$ cat src/pin_select_pkg.sv
// How it works
// - Port A pin 7 field picks I/O/analog/SDA/UART
// - Port A pin 6 field picks I/O/analog/timer2/hall B
// - Port A pin 5: I/O twice, comparator, analog
// - Port A pin 4: I/O twice, comparator, analog
// - Port A pin 1: I/O, analog, reference, op-amp
// - Port A pin 3: I/O twice, comparator, analog
// - Port B pin 1: I/O, comparator, common node, analog
// - Port B pin 0: I/O, analog, SCL, UART TX
// - Port B pin 6: I/O, timer3, inverted, op-amp out
// - Port B pin 5: I/O, SCL, hall A, UART TX
// - Port B pin 4: I/O, timer2, UART, inverted timer2
// - Port C line 3: I/O or phase B low gate
// - Port C line 2: I/O or phase B high gate
// - Port C line 0: I/O or phase A high gate
// - Port C line 5: I/O or phase C low gate
// - Port C line 4: I/O or phase C high gate
package pin_select_pkg;

  // ----------------------------------------------------------
  // Register map and reset values
  // ----------------------------------------------------------
  localparam int unsigned ADDR_W      = 3;
  localparam logic [2:0]  OFF_A_LOW   = 3'h0;
  localparam logic [2:0]  OFF_A_HIGH  = 3'h1;
  localparam logic [2:0]  OFF_B_LOW   = 3'h2;
  localparam logic [2:0]  OFF_B_HIGH  = 3'h3;
  localparam logic [2:0]  OFF_C_LOW   = 3'h4;
  localparam logic [2:0]  OFF_C_HIGH  = 3'h5;
  localparam logic [7:0]  SEL_RESET   = 8'h00;
  localparam logic [7:0]  C_HIGH_MASK = 8'h0F;

  // ----------------------------------------------------------
  // Field positions (low bit of each 2-bit field)
  // ----------------------------------------------------------
  localparam int unsigned POS_A7 = 6;
  localparam int unsigned POS_A6 = 4;
  localparam int unsigned POS_A5 = 2;
  localparam int unsigned POS_A4 = 0;
  localparam int unsigned POS_A3 = 6;
  localparam int unsigned POS_A1 = 2;
  localparam int unsigned POS_B6 = 4;
  localparam int unsigned POS_B5 = 2;
  localparam int unsigned POS_B4 = 0;
  localparam int unsigned POS_B1 = 2;
  localparam int unsigned POS_B0 = 0;

  // Pad drive {analog, oe, out}
  localparam logic [2:0] DRV_ANALOG = 3'h4;
  localparam logic [2:0] DRV_OFF    = 3'h0;

  typedef enum logic [1:0] {
    SEL_GPIO = 2'h0,
    SEL_ALT1 = 2'h1,
    SEL_ALT2 = 2'h2,
    SEL_ALT3 = 2'h3
  } sel_code_t;

  typedef struct packed {
    logic [7:0] out;
    logic [7:0] oe;
  } gpio_t;

  typedef struct packed {
    logic [7:0] out;
    logic [7:0] oe;
    logic [7:0] ana;
  } pad_t;

  typedef struct packed {
    logic timer2;
    logic timer2_inv;
    logic timer3;
    logic timer3_inv;
    logic hall_a;
    logic hall_b;
    logic sda_out;
    logic scl_out;
    logic uart_tx;
    logic uart_rxtx;
    logic uart_rxtx_oe;
    logic gate_ah;
    logic gate_bh;
    logic gate_bl;
    logic gate_ch;
    logic gate_cl;
  } periph_t;

endpackage

$ cat src/port_pin_function_select.sv
`timescale 1ns/1ps
module port_pin_function_select (
  input  wire logic                                   clock_i,
  input  wire logic                                   rst_n_i,
  input  wire logic [pin_select_pkg::ADDR_W-1:0]      addr_i,
  input  wire logic [7:0]                             wr_data_i,
  input  wire logic                                   wr_en_i,
  input  wire logic                                   rd_en_i,
  input  wire pin_select_pkg::gpio_t                  gpio_a_i,
  input  wire pin_select_pkg::gpio_t                  gpio_b_i,
  input  wire pin_select_pkg::gpio_t                  gpio_c_i,
  input  wire pin_select_pkg::periph_t                periph_i,
  output logic [7:0]                                  rd_data_o,
  output pin_select_pkg::pad_t                        pad_a_o,
  output pin_select_pkg::pad_t                        pad_b_o,
  output pin_select_pkg::pad_t                        pad_c_o
);

  // ----------------------------------------------------------
  // Helpers
  // ----------------------------------------------------------
  function automatic pin_select_pkg::sel_code_t fld(
    input logic [7:0]  r,
    input int unsigned p
  );
    return pin_select_pkg::sel_code_t'(r[p+:2]);
  endfunction

  // Push-pull drive of a peripheral output
  function automatic logic [2:0] push(input logic v);
    return {1'b0, 1'b1, v};
  endfunction

  // Open-drain drive: pull low only
  function automatic logic [2:0] drain(input logic v);
    return {1'b0, ~v, 1'b0};
  endfunction

  // ----------------------------------------------------------
  // Select registers
  // ----------------------------------------------------------
  logic [7:0] port_a_select_low;
  logic [7:0] port_a_select_high;
  logic [7:0] port_b_select_low;
  logic [7:0] port_b_select_high;
  logic [7:0] port_c_select_low;
  logic [7:0] port_c_select_high;
  logic [7:0] next_rd_data;

  // Register writes, fields clear to general I/O
  always_ff @(posedge clock_i or negedge rst_n_i) begin
    if (!rst_n_i) begin
      port_a_select_low  <= pin_select_pkg::SEL_RESET;
      port_a_select_high <= pin_select_pkg::SEL_RESET;
      port_b_select_low  <= pin_select_pkg::SEL_RESET;
      port_b_select_high <= pin_select_pkg::SEL_RESET;
      port_c_select_low  <= pin_select_pkg::SEL_RESET;
      port_c_select_high <= pin_select_pkg::SEL_RESET;
    end else if (wr_en_i) begin
      case (addr_i)
        pin_select_pkg::OFF_A_LOW:  port_a_select_low  <= wr_data_i;
        pin_select_pkg::OFF_A_HIGH: port_a_select_high <= wr_data_i;
        pin_select_pkg::OFF_B_LOW:  port_b_select_low  <= wr_data_i;
        pin_select_pkg::OFF_B_HIGH: port_b_select_high <= wr_data_i;
        pin_select_pkg::OFF_C_LOW:  port_c_select_low  <= wr_data_i;
        pin_select_pkg::OFF_C_HIGH:
          port_c_select_high <= wr_data_i & pin_select_pkg::C_HIGH_MASK;
        default: ;
      endcase
    end
  end

  // Read mux, unmapped reads return zero
  always_comb begin
    case (addr_i)
      pin_select_pkg::OFF_A_LOW:  next_rd_data = port_a_select_low;
      pin_select_pkg::OFF_A_HIGH: next_rd_data = port_a_select_high;
      pin_select_pkg::OFF_B_LOW:  next_rd_data = port_b_select_low;
      pin_select_pkg::OFF_B_HIGH: next_rd_data = port_b_select_high;
      pin_select_pkg::OFF_C_LOW:  next_rd_data = port_c_select_low;
      pin_select_pkg::OFF_C_HIGH: next_rd_data = port_c_select_high;
      default:                    next_rd_data = 8'h00;
    endcase
  end

  // Read data stands one cycle after the strobe only
  always_ff @(posedge clock_i or negedge rst_n_i) begin
    if (!rst_n_i) begin
      rd_data_o <= 8'h00;
    end else begin
      rd_data_o <= rd_en_i ? next_rd_data : 8'h00;
    end
  end

  // ----------------------------------------------------------
  // Port A routing
  // ----------------------------------------------------------
  logic [2:0] drv_a [8];
  logic [2:0] drv_b [8];
  logic [2:0] drv_c [8];
  pin_select_pkg::pad_t next_pad_a;
  pin_select_pkg::pad_t next_pad_b;
  pin_select_pkg::pad_t next_pad_c;

  always_comb begin
    for (int i = 0; i < 8; i++) begin
      drv_a[i] = {1'b0, gpio_a_i.oe[i], gpio_a_i.out[i]};
    end
    // Pin 7
    case (fld(port_a_select_high, pin_select_pkg::POS_A7))
      pin_select_pkg::SEL_ALT1: drv_a[7] = pin_select_pkg::DRV_ANALOG;
      pin_select_pkg::SEL_ALT2: drv_a[7] = drain(periph_i.sda_out);
      pin_select_pkg::SEL_ALT3:
        drv_a[7] = {1'b0, periph_i.uart_rxtx_oe, periph_i.uart_rxtx};
      default: ;
    endcase
    // Pin 6
    case (fld(port_a_select_high, pin_select_pkg::POS_A6))
      pin_select_pkg::SEL_ALT1: drv_a[6] = pin_select_pkg::DRV_ANALOG;
      pin_select_pkg::SEL_ALT2: drv_a[6] = push(periph_i.timer2);
      pin_select_pkg::SEL_ALT3: drv_a[6] = push(periph_i.hall_b);
      default: ;
    endcase
    // Pins 5, 4, 3: comparator and analog in the middle codes
    case (fld(port_a_select_high, pin_select_pkg::POS_A5))
      pin_select_pkg::SEL_ALT1,
      pin_select_pkg::SEL_ALT2: drv_a[5] = pin_select_pkg::DRV_ANALOG;
      default: ;
    endcase
    case (fld(port_a_select_high, pin_select_pkg::POS_A4))
      pin_select_pkg::SEL_ALT1,
      pin_select_pkg::SEL_ALT2: drv_a[4] = pin_select_pkg::DRV_ANALOG;
      default: ;
    endcase
    case (fld(port_a_select_low, pin_select_pkg::POS_A3))
      pin_select_pkg::SEL_ALT1,
      pin_select_pkg::SEL_ALT2: drv_a[3] = pin_select_pkg::DRV_ANALOG;
      default: ;
    endcase
    // Pin 1: every alternate is an analog node
    if (fld(port_a_select_low, pin_select_pkg::POS_A1) != pin_select_pkg::SEL_GPIO) begin
      drv_a[1] = pin_select_pkg::DRV_ANALOG;
    end
  end

  // ----------------------------------------------------------
  // Port B routing
  // ----------------------------------------------------------
  always_comb begin
    for (int i = 0; i < 8; i++) begin
      drv_b[i] = {1'b0, gpio_b_i.oe[i], gpio_b_i.out[i]};
    end
    // Pin 1: comparator, common node, analog
    if (fld(port_b_select_low, pin_select_pkg::POS_B1) != pin_select_pkg::SEL_GPIO) begin
      drv_b[1] = pin_select_pkg::DRV_ANALOG;
    end
    // Pin 0
    case (fld(port_b_select_low, pin_select_pkg::POS_B0))
      pin_select_pkg::SEL_ALT1: drv_b[0] = pin_select_pkg::DRV_ANALOG;
      pin_select_pkg::SEL_ALT2: drv_b[0] = drain(periph_i.scl_out);
      pin_select_pkg::SEL_ALT3: drv_b[0] = push(periph_i.uart_tx);
      default: ;
    endcase
    // Pin 6
    case (fld(port_b_select_high, pin_select_pkg::POS_B6))
      pin_select_pkg::SEL_ALT1: drv_b[6] = push(periph_i.timer3);
      pin_select_pkg::SEL_ALT2: drv_b[6] = push(periph_i.timer3_inv);
      pin_select_pkg::SEL_ALT3: drv_b[6] = pin_select_pkg::DRV_ANALOG;
      default: ;
    endcase
    // Pin 5
    case (fld(port_b_select_high, pin_select_pkg::POS_B5))
      pin_select_pkg::SEL_ALT1: drv_b[5] = drain(periph_i.scl_out);
      pin_select_pkg::SEL_ALT2: drv_b[5] = push(periph_i.hall_a);
      pin_select_pkg::SEL_ALT3: drv_b[5] = push(periph_i.uart_tx);
      default: ;
    endcase
    // Pin 4
    case (fld(port_b_select_high, pin_select_pkg::POS_B4))
      pin_select_pkg::SEL_ALT1: drv_b[4] = push(periph_i.timer2);
      pin_select_pkg::SEL_ALT2:
        drv_b[4] = {1'b0, periph_i.uart_rxtx_oe, periph_i.uart_rxtx};
      pin_select_pkg::SEL_ALT3: drv_b[4] = push(periph_i.timer2_inv);
      default: ;
    endcase
  end

  // ----------------------------------------------------------
  // Port C gate-driver lines
  // ----------------------------------------------------------
  logic [5:0]  gate_c;
  logic [11:0] sel_c;

  assign gate_c = {periph_i.gate_cl, periph_i.gate_ch, periph_i.gate_bl,
                   periph_i.gate_bh, 1'b0, periph_i.gate_ah};
  assign sel_c  = {port_c_select_high[3:0], port_c_select_low};

  // Lines 6 and 7 are absent and stay released
  assign drv_c[6] = pin_select_pkg::DRV_OFF;
  assign drv_c[7] = pin_select_pkg::DRV_OFF;

  for (genvar i = 0; i < 6; i++) begin : g_line_c
    if (i == 1) begin : g_plain
      assign drv_c[i] = {1'b0, gpio_c_i.oe[i], gpio_c_i.out[i]};
    end else begin : g_gate
      // Code 01 drives the gate line, reserved codes release it
      always_comb begin
        case (sel_c[2*i+:2])
          pin_select_pkg::SEL_GPIO:
            drv_c[i] = {1'b0, gpio_c_i.oe[i], gpio_c_i.out[i]};
          pin_select_pkg::SEL_ALT1:
            drv_c[i] = push(gate_c[i]);
          default:
            drv_c[i] = pin_select_pkg::DRV_OFF;
        endcase
      end
    end
  end

  // ----------------------------------------------------------
  // Pad outputs, registered
  // ----------------------------------------------------------
  for (genvar i = 0; i < 8; i++) begin : g_pack
    assign next_pad_a.out[i] = drv_a[i][0];
    assign next_pad_a.oe[i]  = drv_a[i][1];
    assign next_pad_a.ana[i] = drv_a[i][2];
    assign next_pad_b.out[i] = drv_b[i][0];
    assign next_pad_b.oe[i]  = drv_b[i][1];
    assign next_pad_b.ana[i] = drv_b[i][2];
    assign next_pad_c.out[i] = drv_c[i][0];
    assign next_pad_c.oe[i]  = drv_c[i][1];
    assign next_pad_c.ana[i] = drv_c[i][2];
  end

  // Pads idle released during reset
  always_ff @(posedge clock_i or negedge rst_n_i) begin
    if (!rst_n_i) begin
      pad_a_o <= '0;
      pad_b_o <= '0;
      pad_c_o <= '0;
    end else begin
      pad_a_o <= next_pad_a;
      pad_b_o <= next_pad_b;
      pad_c_o <= next_pad_c;
    end
  end
endmodule

$ cat config.mk
export PLATFORM = sky130hd
export DESIGN_NAME = port_pin_function_select
export DESIGN_NICKNAME = d
export VERILOG_FILES = /design/src/pin_select_pkg.sv /design/src/port_pin_function_select.sv
export SDC_FILE = /design/constraint.sdc
export NUM_CORES = 1
export LEC_CHECK = 0
export ABC_AREA = 1
export BUFFER_PORTS_ARGS = -buffer_cell sky130_fd_sc_hd__buf_2
export CAP_MARGIN = 5
export CORE_ASPECT_RATIO = 0.5
export CORE_MARGIN = 4
export CORE_UTILIZATION = 50
export DETAILED_ROUTE_END_ITERATION = 12
export MAX_ROUTING_LAYER = met4
export PLACE_DENSITY = 0.8
export REMOVE_ABC_BUFFERS = 1
export SLEW_MARGIN = 20
export SYNTH_ARGS = -nofsm -noshare
export SYNTH_HDL_FRONTEND = slang
export SYNTH_SLANG_ARGS = --single-unit
$ cat constraint.sdc
create_clock -name clock_i -period 1.19 [get_ports clock_i]
set_input_delay 0.0595 -clock clock_i [delete_from_list [all_inputs] [get_ports clock_i]]
set_output_delay 0.0595 -clock clock_i [all_outputs]
set_load 0.03 [all_outputs]
==> summary.md <==
| Metric | Value |
|---|---|
| DRT iter0 DRCs | `roughly 330` |
| CTS Buf Count | `9` |
| Post-CTS Resized | `0` |
| Layout cells sized above 1 | `a little under a third` |
| Detailed placement HPWL | `7.52 mm` |
| Mapped cell area | `0.00450 mm²` |
| Setup violators final | `0` |
| CP endpoint | `pad_b_o[22]` |
| ANT cells | `0` |
| Worst-Skew Late Latency | `between 0.3 and 0.4 ns` |
| Fmax | `between 0.9 and 1 GHz` |
| Min-delay worst type | `input pin to register` |
| Layout Cells excl Fill | `between 700 and 800` |
| Cell mode on critical path | `a21oi_1` |
| Vias/cell | `5.01` |
| Worst r2r dst | `pad_b_o[22]` |
| Post-synth EDFFs | `0` |
| Synthesized instance count | `452` |
| Fin worst setup slack | `0.115 ns` |
| Final #Nets | `741` |
| Die Wd | `142 µm` |
| Power Density | `1630 mW/mm²` |
| Dpl ws | `-0.0759 ns` |
| Bufs and invs on worst path | `1` |
| Clock tree sinks | `105` |
| CTS root buf | `clkbuf_16` |
| Crit-path slowest cell | `dfrtp_1` |
| Postcts setup bufs | `0` |
| Async S/R FF share, synth | `100%` |
| Die area | `0.0107 mm²` |
| Total congestion overflow | `0` |
| Family with the most delay on the worst path | `flip-flops` |
| Syn avg cell area | `9.95 µm²` |
| Row cnt | `24` |
| Max rail drop VDD | `approximately 0.0011 V` |
| Post-synthesis sequential area ratio | `between 50 and 60%` |
| Critical path data arrival time | `1.30 ns` |
| Initial Utilization | `51.5%` |
| Outcome | `complete, no violations` |
| Flops & latches, synth | `105` |
| Critical Path Source Type | `register` |
| DR vias | `3,900` |
| Routed WL per cell | `about 15 µm` |
| Slew Limit Fails | `0` |
| CTS H-tree depth | `3` |
| Critical Path RT | `1.42 ns` |
| First-pass GRT wire length | `18.3 mm` |
| Largest net degree at the start of global routing | `33` |
| CTS tree | `yes` |
| Max-cap viol count | `0` |
| Final hold vios | `0` |
| TritonRoute pass-1 iters | `5` |
| Overall Power | `roughly 0.01 W` |
| Port-buffer cells | `135` |
| Start point of the critical path | `port_b_select_high[5]` |
| Ys Warns | `0` |
| Max incr delay on CP | `0.45 ns` |
| Tcrit/Tclk final | `about 90%` |
| P&R area growth vs syn | `37.4%` |
| Ports | `159` |
| # DRC | `0` |
| RSZ-0062 raised after global routing | `no` |
| Clk buf depth | `2` |
| Synth unique cells | `29` |
| DRT Wirelength | `11.7 mm` |
| Setup Total Neg Slack | `0 ns` |
| WS Path Type | `register to register` |
| Tmin final | `roughly 1.1 ns` |
| Cell breakdown of the critical path | `inv_1 -> ha_1 -> a21oi_1 -> a21oi_1` |
| M1 GR Usage | `26.8%` |
| Worst-path clk slew | `0.06 ns` |
| Reg2reg start | `port_b_select_high[5]` |
| GR peak layer | `met2` |
| Reg2reg path depth | `4` |
| Cts hold-fix bufs | `59` |
| Leak pwr | `approximately 3.2 nW` |
| All-Layer GR Usage | `22.9%` |
| GPL Wtd Cong | `about 0.85` |
| Met3 usage | `5.01%` |
| CP Capture Type | `register` |
| Setup slack, reg-to-reg | `0.12 ns` |
| Vias in the first global route | `between 3,000 and 4,000` |
| Initial antenna violation count | `0` |
| GRT met2 Usage | `between 30% and 40%` |
| Core Area | `between 0.008 and 0.009 mm²` |
| DP Cell Count | `705` |
| Setup Skew | `approximately 0.0056 ns` |
| Post-DRT Antenna Nets | `0` |
| Crit. path cell count | `4` |
| Top FF cell, synth | `dfrtp_1` |
| Crit path max fanout | `5` |
| Die height | `75.1 µm` |
routing by layer:
layer | up-vias | wire (µm)
met5 | - | 0
met4 | 0 | 277
met3 | 31 | 828
met2 | 172 | 6220
met1 | 1870 | 4430
li1 | 1827 | -
how the worst min path moves through the flow:
stage,slack [ns],endpoint,startpoint,depth (start not counted)
4_1_cts,0.01,pad_b_o[22],periph_i[12],3
2_1_floorplan,-0.24,pad_a_o[10],rst_n_i,0
3_5_place_dp,0.05,port_a_select_low[3],rst_n_i,1
6_report,0.01,pad_b_o[22],periph_i[12],3
3_3_place_gp,0.05,pad_a_o[4],rst_n_i,1
5_1_grt,0.02,pad_b_o[22],periph_i[12],3
area by class of cell:
cell class	count	area, µm²
inverters	44	168
repair buffers	208	1440
well taps	117	146
fillers	600	2560
flip-flops and latches	105	2630
clock inverters	3	42.5
multi-input cells	290	1520
clock buffers	12	236
cells in the final DEF (no fill, tap or decap), drive strengths merged, types with 3 or more instances in the layout:
cell           n
buf          149
dfrtp        105
nand2         91
dlygate4sd3   59
nor2          57
o21ai         50
inv           44
nand3         37
conb          19
clkbuf        12
nand4         11
a21oi          8
ha             4
nor3           4
a211oi         3
xor2           3
or2            3
cell families after synthesis:
family,after synthesis,synth area share [%]
xor+xnor,3,0.584
flops,105,58.4
buf+inv,75,9.27
other cells,1,0.0834
simple gates,203,22.2
compound gates,61,8.29
fa+ha+maj,4,1.11
flip-flops by register name, summed over array words and instances (netlist names):
| register | cells |
|---|---|
| port_a_select_low | 8 |
| port_b_select_low | 8 |
| rd_data_o | 8 |
| port_b_select_high | 8 |
| pad_c_o | 12 |
| port_a_select_high | 8 |
| pad_b_o | 19 |
| port_c_select_high | 4 |
| port_c_select_low | 8 |
| pad_a_o | 22 |
Yosys cell counts, types with 2 or more instances:
| cell | number | area, µm² |
|---|---|---|
| buf_4 | 19 | 143 |
| dfrtp_1 | 105 | 2630 |
| o21ai_1 | 16 | 80.1 |
| inv_2 | 2 | 7.51 |
| nor3_4 | 2 | 32.5 |
| nand2_2 | 6 | 37.5 |
| buf_6 | 6 | 67.6 |
| o21ai_2 | 16 | 140 |
| nor2_4 | 3 | 33.8 |
| nor2_1 | 53 | 199 |
| inv_1 | 41 | 154 |
| nand3_4 | 2 | 35.0 |
| ha_1 | 4 | 50.1 |
| nand2_1 | 85 | 319 |
| o21ai_0 | 18 | 90.1 |
| nand3_2 | 10 | 100 |
| a21oi_1 | 8 | 40.0 |
| or2_2 | 3 | 18.8 |
| nand4_1 | 11 | 68.8 |
| buf_2 | 4 | 20.0 |
| nand3_1 | 25 | 125 |
| xor2_1 | 3 | 26.3 |
| a211oi_1 | 3 | 22.5 |
| nor3_1 | 2 | 10.0 |
where the power goes:
group	internal (W)	switching, W
clock network	0.00162	0.00121
logic	0.000888	0.00173
registers	0.00420	0.000409
through the flow:
step           cell area [µm²]  utilization, %  hold WS, ns
6_report                  6180            70.7       0.0129
5_1_grt                   6180            70.7       0.0151
4_1_cts                   6180            70.7       0.0134
3_5_place_dp              5310            60.7       0.0485
3_3_place_gp              5310            60.7       0.0493
2_1_floorplan             4320               -       -0.236
tightest hold or removal path, cell delays in order:
cell and delay, ns:
buf_2 0.08, a21oi_1 0.05, a21oi_1 0.12
No activity file was read; power rests on OpenSTA's default activity.
